File: src/rtl/pcx_params.svh
// pcx_params.svh: offsets, field positions, reset values, pin positions
// assumes inclusion by the port cell package and the port cell block
// Functional notes
// after reset pads float, pull-ups on
// crossbar disabled: all drivers off
// input mode bit: 0 analog, 1 digital
// analog pin: pull-up, driver, receiver off
// analog pin always reads zero
// digital pin reads pad, not latch
// push-pull drives pad high or low
// open-drain: low only, else floats
// pull-up on undriven, off driving low
// global disable bit kills all pull-ups
// per-pin drive strength, default low
// pad read ignores crossbar assignment
// skipped pin never claimed by crossbar
// only eligible unskipped pins get peripherals
// first serial port fixed at pins 4,5
// software skips gpio and bypass pins
// crystal pins fixed at pins 2,3
// peripheral gets lowest free unskipped pin
// two-wire bus pins always open-drain
// pad level synchronised in two stages
`ifndef PCX_PARAMS_SVH
`define PCX_PARAMS_SVH
`define PCX_NPINS 24
`define PCX_OFS_LATCH 5'h00
`define PCX_OFS_INMODE 5'h04
`define PCX_OFS_OUTMODE 5'h08
`define PCX_OFS_DRIVE 5'h0C
`define PCX_OFS_SKIP 5'h10
`define PCX_OFS_ROUTE 5'h14
`define PCX_OFS_PADREAD 5'h18
`define PCX_OFS_ASSIGN 5'h1C
`define PCX_ROUTE_UART 0
`define PCX_ROUTE_SMB 1
`define PCX_ROUTE_WPD 2
`define PCX_ROUTE_XBAR 3
`define PCX_LATCH_RST 24'hFFFFFF
`define PCX_INMODE_RST 24'hFFFFFF
`define PCX_OUTMODE_RST 24'h000000
`define PCX_DRIVE_RST 24'h000000
`define PCX_SKIP_RST 24'h000000
`define PCX_ELIGIBLE 24'hFFFFFF
`define PCX_UART_TX_PIN 4
`define PCX_UART_RX_PIN 5
`define PCX_XTAL_IN_PIN 2
`define PCX_XTAL_OUT_PIN 3
`define PCX_RESP_OKAY 2'h0
`define PCX_RESP_SLVERR 2'h2
`endif

File: src/rtl/pcx_pkg.sv
// pcx_pkg.sv: carrier structs and the state record of the port cell block
// assumes pcx_params.svh is on the include path
`include "pcx_params.svh"
package pcx_pkg;
  typedef logic [`PCX_NPINS-1:0] pcx_pins_t;
  // axi4-lite request side, master to slave
  typedef struct packed {
    logic awvalid; logic [4:0] awaddr;
    logic wvalid; logic [31:0] wdata; logic [3:0] wstrb;
    logic bready;
    logic arvalid; logic [4:0] araddr;
    logic rready;
  } pcx_axi_req_t;
  // axi4-lite answer side, slave to master
  typedef struct packed {
    logic awready; logic wready;
    logic bvalid; logic [1:0] bresp;
    logic arready;
    logic rvalid; logic [31:0] rdata; logic [1:0] rresp;
  } pcx_axi_rsp_t;
  // per-pin pad controls
  typedef struct packed {
    pcx_pins_t out; pcx_pins_t oe; pcx_pins_t pull;
    pcx_pins_t drive_hi; pcx_pins_t rx_en;
  } pcx_pad_t;
  // peripheral levels into and out of the crossbar
  typedef struct packed {
    logic uart_tx; logic sda_drv; logic scl_drv;
  } pcx_per_in_t;
  typedef struct packed {
    logic uart_rx; logic sda_in; logic scl_in;
  } pcx_per_out_t;
  // whole state of the block
  typedef struct packed {
    pcx_axi_rsp_t rsp; pcx_pad_t pad; pcx_per_out_t per;
    logic have_aw; logic have_w; logic [4:0] awaddr;
    logic [31:0] wdata; logic [3:0] wstrb;
    pcx_pins_t latch; pcx_pins_t in_mode; pcx_pins_t out_mode;
    pcx_pins_t drive; pcx_pins_t skip;
    logic uart_en; logic smb_en; logic wpd; logic xbar_en;
    pcx_pins_t sync1; pcx_pins_t sync2; pcx_pins_t pad_read;
    pcx_pins_t assigned;
    logic uart_ok; logic smb_ok; logic [4:0] sda_idx; logic [4:0] scl_idx;
  } pcx_state_t;
endpackage

File: src/rtl/pcx_port_cell.sv
// pcx_port_cell.sv: port cell control, pad read-back and pin crossbar
// assumes pads resolved outside from out/oe/pull, pad_in synchronous-ish
// to clock only through the two-stage sampler inside
`timescale 1ns/1ns
`include "pcx_params.svh"
module pcx_port_cell
  import pcx_pkg::*;
(
  // clock and reset
  input logic clock,
  input logic rst_b,
  // axi4-lite register bus
  input pcx_axi_req_t axi_req,
  output pcx_axi_rsp_t axi_rsp,
  // pads
  input pcx_pins_t pad_in,
  output pcx_pad_t pad,
  // crossbar peripherals
  input pcx_per_in_t per_in,
  output pcx_per_out_t per_out
);

  //****************************************
  // reset release
  //****************************************

  // two-flop release so the rest of the block leaves reset cleanly
  logic [1:0] rst_pipe;
  logic rst_n;

  // async assert, clocked release
  always_ff @(posedge clock or negedge rst_b) begin
    if (!rst_b) begin
      rst_pipe <= 2'h0;
    end else begin
      rst_pipe <= {rst_pipe[0], 1'b1};
    end
  end

  assign rst_n = rst_pipe[1];

  //****************************************
  // helpers
  //****************************************

  // lowest pin not yet taken; top bit says one was found
  function automatic logic [5:0] find_free(input pcx_pins_t taken);
    logic [5:0] r;
    r = 6'h00;
    for (int i = `PCX_NPINS - 1; i >= 0; i--) begin
      if (!taken[i]) begin
        r = {1'b1, 5'(i)};
      end
    end
    return r;
  endfunction

  // merge write data into an old word under byte strobes
  function automatic logic [31:0] merge(input logic [31:0] old,
    input logic [31:0] data, input logic [3:0] strb);
    logic [31:0] r;
    r = old;
    for (int b = 0; b < 4; b++) begin
      if (strb[b]) begin
        r[b*8 +: 8] = data[b*8 +: 8];
      end
    end
    return r;
  endfunction

  //****************************************
  // state
  //****************************************

  // reset image: pads float with pull-ups on, all pins digital
  localparam pcx_state_t RST_STATE = '{
    rsp: '{awready: 1'b1, wready: 1'b1, arready: 1'b1, default: '0},
    pad: '{pull: '1, rx_en: '1, default: '0},
    per: '{default: '1},
    latch: `PCX_LATCH_RST,
    in_mode: `PCX_INMODE_RST,
    out_mode: `PCX_OUTMODE_RST,
    drive: `PCX_DRIVE_RST,
    skip: `PCX_SKIP_RST,
    default: '0
  };

  pcx_state_t st; // registered state
  pcx_state_t next_st; // next value

  //****************************************
  // next-state logic
  //****************************************

  // bus slave, crossbar decode and pad cells in one pass
  always_comb begin
    pcx_pins_t taken;
    logic [5:0] f;
    logic [31:0] tmp;
    logic val;
    logic od;
    logic dig;
    logic drv;
    taken = '0;
    f = 6'h00;
    tmp = 32'h0;
    val = 1'b0;
    od = 1'b0;
    dig = 1'b0;
    drv = 1'b0;
    next_st = st;

    // write address and data are taken in either order
    if (axi_req.awvalid && st.rsp.awready) begin
      next_st.have_aw = 1'b1;
      next_st.awaddr = axi_req.awaddr;
    end
    if (axi_req.wvalid && st.rsp.wready) begin
      next_st.have_w = 1'b1;
      next_st.wdata = axi_req.wdata;
      next_st.wstrb = axi_req.wstrb;
    end
    // response retires when the master takes it
    if (st.rsp.bvalid && axi_req.bready) begin
      next_st.rsp.bvalid = 1'b0;
    end

    // both halves held: perform the write
    if (st.have_aw && st.have_w && !st.rsp.bvalid) begin
      next_st.have_aw = 1'b0;
      next_st.have_w = 1'b0;
      next_st.rsp.bvalid = 1'b1;
      next_st.rsp.bresp = `PCX_RESP_OKAY;
      if (st.awaddr == `PCX_OFS_LATCH) begin
        tmp = merge(32'(st.latch), st.wdata, st.wstrb);
        next_st.latch = tmp[`PCX_NPINS-1:0];
      end else if (st.awaddr == `PCX_OFS_INMODE) begin
        tmp = merge(32'(st.in_mode), st.wdata, st.wstrb);
        next_st.in_mode = tmp[`PCX_NPINS-1:0];
      end else if (st.awaddr == `PCX_OFS_OUTMODE) begin
        tmp = merge(32'(st.out_mode), st.wdata, st.wstrb);
        next_st.out_mode = tmp[`PCX_NPINS-1:0];
      end else if (st.awaddr == `PCX_OFS_DRIVE) begin
        // strength bits go straight to the pads
        tmp = merge(32'(st.drive), st.wdata, st.wstrb);
        next_st.drive = tmp[`PCX_NPINS-1:0];
      end else if (st.awaddr == `PCX_OFS_SKIP) begin
        tmp = merge(32'(st.skip), st.wdata, st.wstrb);
        next_st.skip = tmp[`PCX_NPINS-1:0];
      end else if (st.awaddr == `PCX_OFS_ROUTE) begin
        tmp = merge({28'h0, st.xbar_en, st.wpd, st.smb_en, st.uart_en},
          st.wdata, st.wstrb);
        next_st.uart_en = tmp[`PCX_ROUTE_UART];
        next_st.smb_en = tmp[`PCX_ROUTE_SMB];
        next_st.wpd = tmp[`PCX_ROUTE_WPD];
        next_st.xbar_en = tmp[`PCX_ROUTE_XBAR];
      end else if (st.awaddr == `PCX_OFS_PADREAD ||
        st.awaddr == `PCX_OFS_ASSIGN) begin
        // read-only words: write ignored, still okay
        next_st.rsp.bresp = `PCX_RESP_OKAY;
      end else begin
        // unmapped or misaligned
        next_st.rsp.bresp = `PCX_RESP_SLVERR;
      end
    end

    // read channel: one read at a time, answer next cycle
    if (st.rsp.rvalid && axi_req.rready) begin
      next_st.rsp.rvalid = 1'b0;
    end
    if (axi_req.arvalid && st.rsp.arready) begin
      next_st.rsp.rvalid = 1'b1;
      next_st.rsp.rresp = `PCX_RESP_OKAY;
      next_st.rsp.rdata = 32'h0;
      if (axi_req.araddr == `PCX_OFS_LATCH) begin
        next_st.rsp.rdata = 32'(st.latch);
      end else if (axi_req.araddr == `PCX_OFS_INMODE) begin
        next_st.rsp.rdata = 32'(st.in_mode);
      end else if (axi_req.araddr == `PCX_OFS_OUTMODE) begin
        next_st.rsp.rdata = 32'(st.out_mode);
      end else if (axi_req.araddr == `PCX_OFS_DRIVE) begin
        next_st.rsp.rdata = 32'(st.drive);
      end else if (axi_req.araddr == `PCX_OFS_SKIP) begin
        next_st.rsp.rdata = 32'(st.skip);
      end else if (axi_req.araddr == `PCX_OFS_ROUTE) begin
        next_st.rsp.rdata = {28'h0, st.xbar_en, st.wpd, st.smb_en,
          st.uart_en};
      end else if (axi_req.araddr == `PCX_OFS_PADREAD) begin
        // pad level, whoever owns the pin
        next_st.rsp.rdata = 32'(st.pad_read);
      end else if (axi_req.araddr == `PCX_OFS_ASSIGN) begin
        next_st.rsp.rdata = 32'(st.assigned);
      end else begin
        next_st.rsp.rresp = `PCX_RESP_SLVERR;
      end
    end

    // readies only while nothing is pending
    next_st.rsp.awready = !next_st.have_aw && !next_st.rsp.bvalid;
    next_st.rsp.wready = !next_st.have_w && !next_st.rsp.bvalid;
    next_st.rsp.arready = !next_st.rsp.rvalid;

    // crossbar: skipped and ineligible pins count as taken
    taken = st.skip | ~pcx_pins_t'(`PCX_ELIGIBLE);
    // crystal pins are only protected by their skip bits
    // software must set them when the oscillator runs; see
    next_st.uart_ok = st.xbar_en && st.uart_en &&
      !taken[`PCX_UART_TX_PIN] && !taken[`PCX_UART_RX_PIN];
    if (next_st.uart_ok) begin
      // fixed placement, never moved by lower free pins
      taken[`PCX_UART_TX_PIN] = 1'b1;
      taken[`PCX_UART_RX_PIN] = 1'b1;
    end
    // two-wire bus: data then clock on the lowest free pins
    f = find_free(taken);
    next_st.sda_idx = f[4:0];
    next_st.smb_ok = st.xbar_en && st.smb_en && f[5];
    if (next_st.smb_ok) begin
      taken[f[4:0]] = 1'b1;
    end
    f = find_free(taken);
    next_st.scl_idx = f[4:0];
    next_st.smb_ok = next_st.smb_ok && f[5];
    next_st.assigned = '0;
    if (next_st.uart_ok) begin
      next_st.assigned[`PCX_UART_TX_PIN] = 1'b1;
      next_st.assigned[`PCX_UART_RX_PIN] = 1'b1;
    end
    if (next_st.smb_ok) begin
      next_st.assigned[next_st.sda_idx] = 1'b1;
      next_st.assigned[next_st.scl_idx] = 1'b1;
    end

    // pad cells, one per pin
    for (int i = 0; i < `PCX_NPINS; i++) begin
      val = st.latch[i];
      od = !st.out_mode[i];
      if (next_st.uart_ok && i == `PCX_UART_TX_PIN) begin
        val = per_in.uart_tx;
      end
      if (next_st.smb_ok && 5'(i) == next_st.sda_idx) begin
        val = per_in.sda_drv;
        od = 1'b1;
      end
      if (next_st.smb_ok && 5'(i) == next_st.scl_idx) begin
        val = per_in.scl_drv;
        od = 1'b1;
      end
      dig = st.in_mode[i];
      // analog or crossbar off: both drivers off
      drv = dig && st.xbar_en && (od ? !val : 1'b1);
      next_st.pad.oe[i] = drv;
      // open-drain never drives high
      next_st.pad.out[i] = od ? 1'b0 : val;
      // pull-up only while not sinking; global kill wins
      next_st.pad.pull[i] = dig && !st.wpd &&
        !(drv && !next_st.pad.out[i]);
      next_st.pad.rx_en[i] = dig;
      next_st.pad.drive_hi[i] = st.drive[i];
    end

    // two-stage sampler; first stage feeds only the second
    next_st.sync1 = pad_in;
    next_st.sync2 = st.sync1;
    // analog pins read zero, digital pins read the pad
    next_st.pad_read = st.sync2 & st.in_mode;

    // peripheral inputs idle high when unrouted
    next_st.per.uart_rx = st.uart_ok ?
      st.sync2[`PCX_UART_RX_PIN] : 1'b1;
    next_st.per.sda_in = st.smb_ok ? st.sync2[st.sda_idx] : 1'b1;
    next_st.per.scl_in = st.smb_ok ? st.sync2[st.scl_idx] : 1'b1;
  end

  //****************************************
  // state register
  //****************************************

  // one register for the whole record; outputs come from it
  always_ff @(posedge clock or negedge rst_n) begin
    if (!rst_n) begin
      st <= RST_STATE;
    end else begin
      st <= next_st;
    end
  end

  assign axi_rsp = st.rsp;
  assign pad = st.pad;
  assign per_out = st.per;
endmodule

File: config.mk
export PLATFORM = sky130hd
export DESIGN_NAME = pcx_port_cell
export DESIGN_NICKNAME = d
export VERILOG_FILES = /design/src/rtl/pcx_pkg.sv /design/src/rtl/pcx_port_cell.sv
export VERILOG_INCLUDE_DIRS = /design/src /design/src/rtl
export SDC_FILE = /design/constraint.sdc
export NUM_CORES = 1
export LEC_CHECK = 0
export BUFFER_PORTS_ARGS = -buffer_cell sky130_fd_sc_hd__buf_2
export CAP_MARGIN = 10
export CORE_ASPECT_RATIO = 0.6
export CORE_MARGIN = 2
export CORE_UTILIZATION = 58
export DETAILED_ROUTE_END_ITERATION = 6
export PLACE_DENSITY_LB_ADDON = 0.1
export REMOVE_ABC_BUFFERS = 1
export SYNTH_ARGS = -nofsm -noshare
export SYNTH_HDL_FRONTEND = slang
export SYNTH_SLANG_ARGS = --single-unit
File: constraint.sdc
create_clock -name clock -period 16.8 [get_ports clock]
set_input_delay 1.68 -clock clock [delete_from_list [all_inputs] [get_ports clock]]
set_output_delay 1.68 -clock clock [all_outputs]
set_load 0.01 [all_outputs]
### Word-level counts from Yosys, hierarchy flattened

Index checks and enable logic that the tools add are counted.
Widths: inputs -> output; s select.

| storage, ports and cells | value |
|---|---|
| bits in writable memories | 0 |
| output and inout bits | 164 |
| memories | 0 |
| register bits | 432 |
| word-level logic and storage cells | 672 |
| ROM bits | 0 |
| bits in latches | 0 |

| cells by class | value |
|---|---|
| reduce and logical (&&, ||, !) cells | 310 |
| order comparisons | 6 |
| divide/modulo/power cells | 0 |
| add/sub/neg operators | 0 |
| bitwise operators | 9 |
| multiply operators | 0 |
| multiplexer cells | 238 |
| equal/unequal tests | 60 |
| shifts and indexed selects | 0 |

Operator list:

| operator | count |
|---|---|
| $mux 6 | 48 |
| $mux 24 | 9 |
| $logic_and 1x1->1 | 185 |
| $mux 1 | 156 |
| $logic_not 1->1 | 104 |
| $eq 4x5->1 const A | 16 |
| $eq 5x5->1 const A | 16 |
| $or 24x24->24 | 2 |
| $eq 3x5->1 const A | 8 |
| $eq 5x5->1 const B | 8 |
| $mux 2 | 18 |
| $mux 35 | 1 |
| $mux 32 | 1 |
| $and 24x24->24 | 1 |
| $lt 5x6->1 const B | 4 |
| $or 6x24->24 | 1 |
| $reduce_and 7->1 | 3 |
| $eq 2x5->1 const A | 4 |
| $eq 5x4->1 const B | 4 |
| $logic_not 5->1 | 4 |
| $reduce_and 6->1 | 3 |
| $reduce_and 5->1 | 3 |
| $reduce_and 4->1 | 3 |
| $bmux 1 s5 | 2 |
| 9 further kinds | 19 |

### Depth between registers and ports, before layout

| logic depth | value |
|---|---|
| depth in word-level cells | 64 |
| depth in mapped cells | 15 |

### Least setup slack after synthesis

Ideal clock, no wire load.

| timing path | value |
|---|---|
| kind | register -> register |
| start point | register st[108] (netlist bit) |
| end point | register st, in the netlist pad[83] |
| cell stages (with the launch flop) | 15 |
| arrival | 3.151 ns |
| buffers on the path | 3 |
| setup slack | 13.527 ns |
| cells stage by stage | dfrtp_1 > buf_2 > and4bb_1 > buf_4 > o21a_2 > nor2_2 > o21ai_0 > o21ai_0 > o21ai_2 > o41ai_4 > inv_4 > nor3_2 > buf_4 > nand2_1 > a32o_1 |

RTL lines:

| what | RTL line | text |
|---|---|---|
| start: declaration | pcx_port_cell.sv:88 | `pcx_state_t st;` |
| start signal: assignment | pcx_port_cell.sv:284 | `st <= next_st;` |

==> results.toml <==
[logic_synthesis]
synthCells = 1637
ys_ff_latch = 422
yosysSeqAreaShare_pct = 55.2
yosysUniqueCellTypes = 95
synth_ff_type = "dfrtp_1"
synth.avg_cell_area_um2 = 11.8
netlist_area_um2 = 19400
synthArstFlopShare_pct = 100
synth_edf_count = 0
ys_warn_count = 0

[cts]
postCtsHoldBufs = 0
cts_resized = 0
cts_root_buf = "clkbuf_16"
ctsHtreeMaxLevel = 2
tritoncts = "built"
cts_buffer_depth = 3
cts_setup_buffers = 0
clk_pin_slew_ns = 0.06
cts_buffers = 39
clock_latency_ns = 0.53
clock_sinks = 422

[sta]
fmax_mhz = 186
rsz0062_at_grt = "no"
setup_slack_ns = 11.42
setup-violations-final = 0
hold_violations = 0
tightest_slew_ns = 1.16
maxSlewViolCount = 0
min_period_ns = 5.38
hold_ws_ns = 0.334
maxSlewHeadroom_pct = 21.9
period_share_pct = 32.0
tns_ns = 0
skew_ns = 0.0192

[placed_design]
place_congestion = 0.979
pre_cts_slack_ns = 11.56
postPlaceCellArea_um2 = 19700
port_buffers = 224
hpwl_um = 40900

[global_route]
grt_start_max_net_pins = 85
globalRoute.totalOverflow = 0
track_usage_pct = 33.6
grt_pass1_wl_um = 86600
met2_usage_pct = 45.8
use_met3_pct = 8.76
grt_util_met1_pct = 53.3
grt_busiest_layer = "met1"
antenna_found_initial = 4
grt_pass1_vias = 13476

[finish]
mostFrequentLayoutCells = "dfrtp_1, buf_2, mux2_2"
final_common_cell = "dfrtp_1"
syn_to_final_growth_pct = 8.56
layout-drive-gt1-share_pct = 36.3
fin_area_um2 = 21000
diodes = 0
final_nets = 1771

[routing]
dr.first_iter.drc_count = 1956
postRouteAntennaNets = 0
drt-vias-per-instance = 6.45
num_vias = 13994
post-route-drc-count = 0
wire_per_inst_um = 27.0
drtPass1Iterations = 7
routed_wirelength_um = 58600

[setup_path]
timing_worst_setup_path_type = "flop to flop"
rrSetupSlack_ns = 11.42
cp.required_ns = 17.22
worstSetupStartpointType = "flop"
reg2reg_depth = 10
reg2reg_from = "st[112]$_DFFE_PN0P_"
crit_path_max_fanout = 16
r2r_end = "pad[55]$_DFF_PN1_"
arrival_ns = 5.80
critPathLaunch = "st[112]$_DFFE_PN0P_"
cp-end-kind = "flop"

[job]
drv_cap = 0

[floorplan]
dieArea_um2 = 34900
rows = 51
dieWidth_um = 240
core_um2 = 32700
die_y_um = 146
start_util_pct = 59.3
io_pins = 244

[power_and_ir_drop]
power_density_nw_per_um2 = 140
peakVddDrop_mv = 0.0887
cellLeakagePower_uw = 0.00950

[hold_path]
hp-class = "flop to asynchronous set/reset pin"

[status]
status = "completed"
[Yosys cell counts (all sizes together), types with 7 or more instances]
library cell	number	area, um^2
o2111a	7	78.8
nand2b	9	56.3
o22ai	13	81.3
inv	43	164
mux2	155	1750
and3	16	100
o21ai	99	522
nand2	121	457
a21oi	56	295
a21o	8	60.1
mux4	14	315
a211oi	15	113
a221oi	42	385
o211ai	7	52.6
nor2	63	241
a222oi	24	240
and2	41	259
nor2b	12	75.1
clkbuf	54	205
dfrtp	320	8010
nor3	23	148
o2111ai	7	61.3
buf	185	1350
o21a	22	166
dfstp	102	2680
a31oi	17	128
nor4b	7	67.6
mux2i	11	110
nand3	25	140
nand4	16	100
[flip-flops by register name, summed over array words and instances, names as in the netlist]
name and flops:
next_st 72, axi_rsp 31, st 194, per_out 3, pad 120, rst_pipe 2
[per-layer routing]
layer  vias up  share of wire (%)
met1      7184                 46
met2       797                 41
met5         -                  0
met4         0                2.2
met3       101                 11
li1       5912                  -
[cell type report]
cell class | instances | area (um^2)
Sequential cell | 422 | 10700
Clock inverter | 13 | 204
Tap cell | 450 | 563
Fill cell | 2559 | 11700
Timing Repair Buffer | 243 | 1270
Multi-Input combinational cell | 940 | 7000
Clock buffer | 58 | 1120
Inverter | 45 | 171
[critical path, stage by stage (launching register included)]
cell     delay [ns]
dfrtp_1        0.82
nand4_1        0.34
nor2_1         0.55
nand4_1        0.46
inv_1          0.26
a31oi_1        0.16
o31ai_1        0.77
a31oi_4        0.29
nor2_1         0.94
nand2_1        0.29
a21oi_1        0.38
[report_power, final]
part	internal (uW)	switching [uW]	total, uW
sequential	1240	220	1460
clock	542	376	917
combinational	242	330	572
total	2020	926	2950
[kinds of logic after synthesis]
family	synth area share [%]
AOI/OAI and AO/OA	14.9
xor gates and xnor gates	0.0452
adders and majority gates	0.0582
buffers and inverters	8.91
DFF	55.2
muxes	11.2
other	0.0388
and+or+nand+nor	9.62
[metrics by stage]
stage | total power, uW | util [%] | std cells
after global placement | 2000 | 60.2 | 2099
after CTS | 2940 | 64.3 | 2170
final | 2950 | 64.3 | 2171
after global routing | 3070 | 64.3 | 2171
after detailed placement | 2020 | 60.2 | 2099
after floorplan | 1740 | - | 1407
[how the worst max path moves through the flow]
| stage | to | slack [ns] |
|---|---|---|
| 3_5_place_dp | pad[83]$_DFF_PN0_ | 11.56 |
| 2_1_floorplan | axi_rsp[10]$_DFFE_PN0P_ | 4.35 |
| 4_1_cts | pad[83]$_DFF_PN0_ | 11.54 |
| 3_3_place_gp | pad[51]$_DFF_PN1_ | 11.58 |
| 5_1_grt | pad[68]$_DFF_PN1_ | 11.25 |
| 6_report | pad[55]$_DFF_PN1_ | 11.42 |
Power figures use the tool's default switching activity.
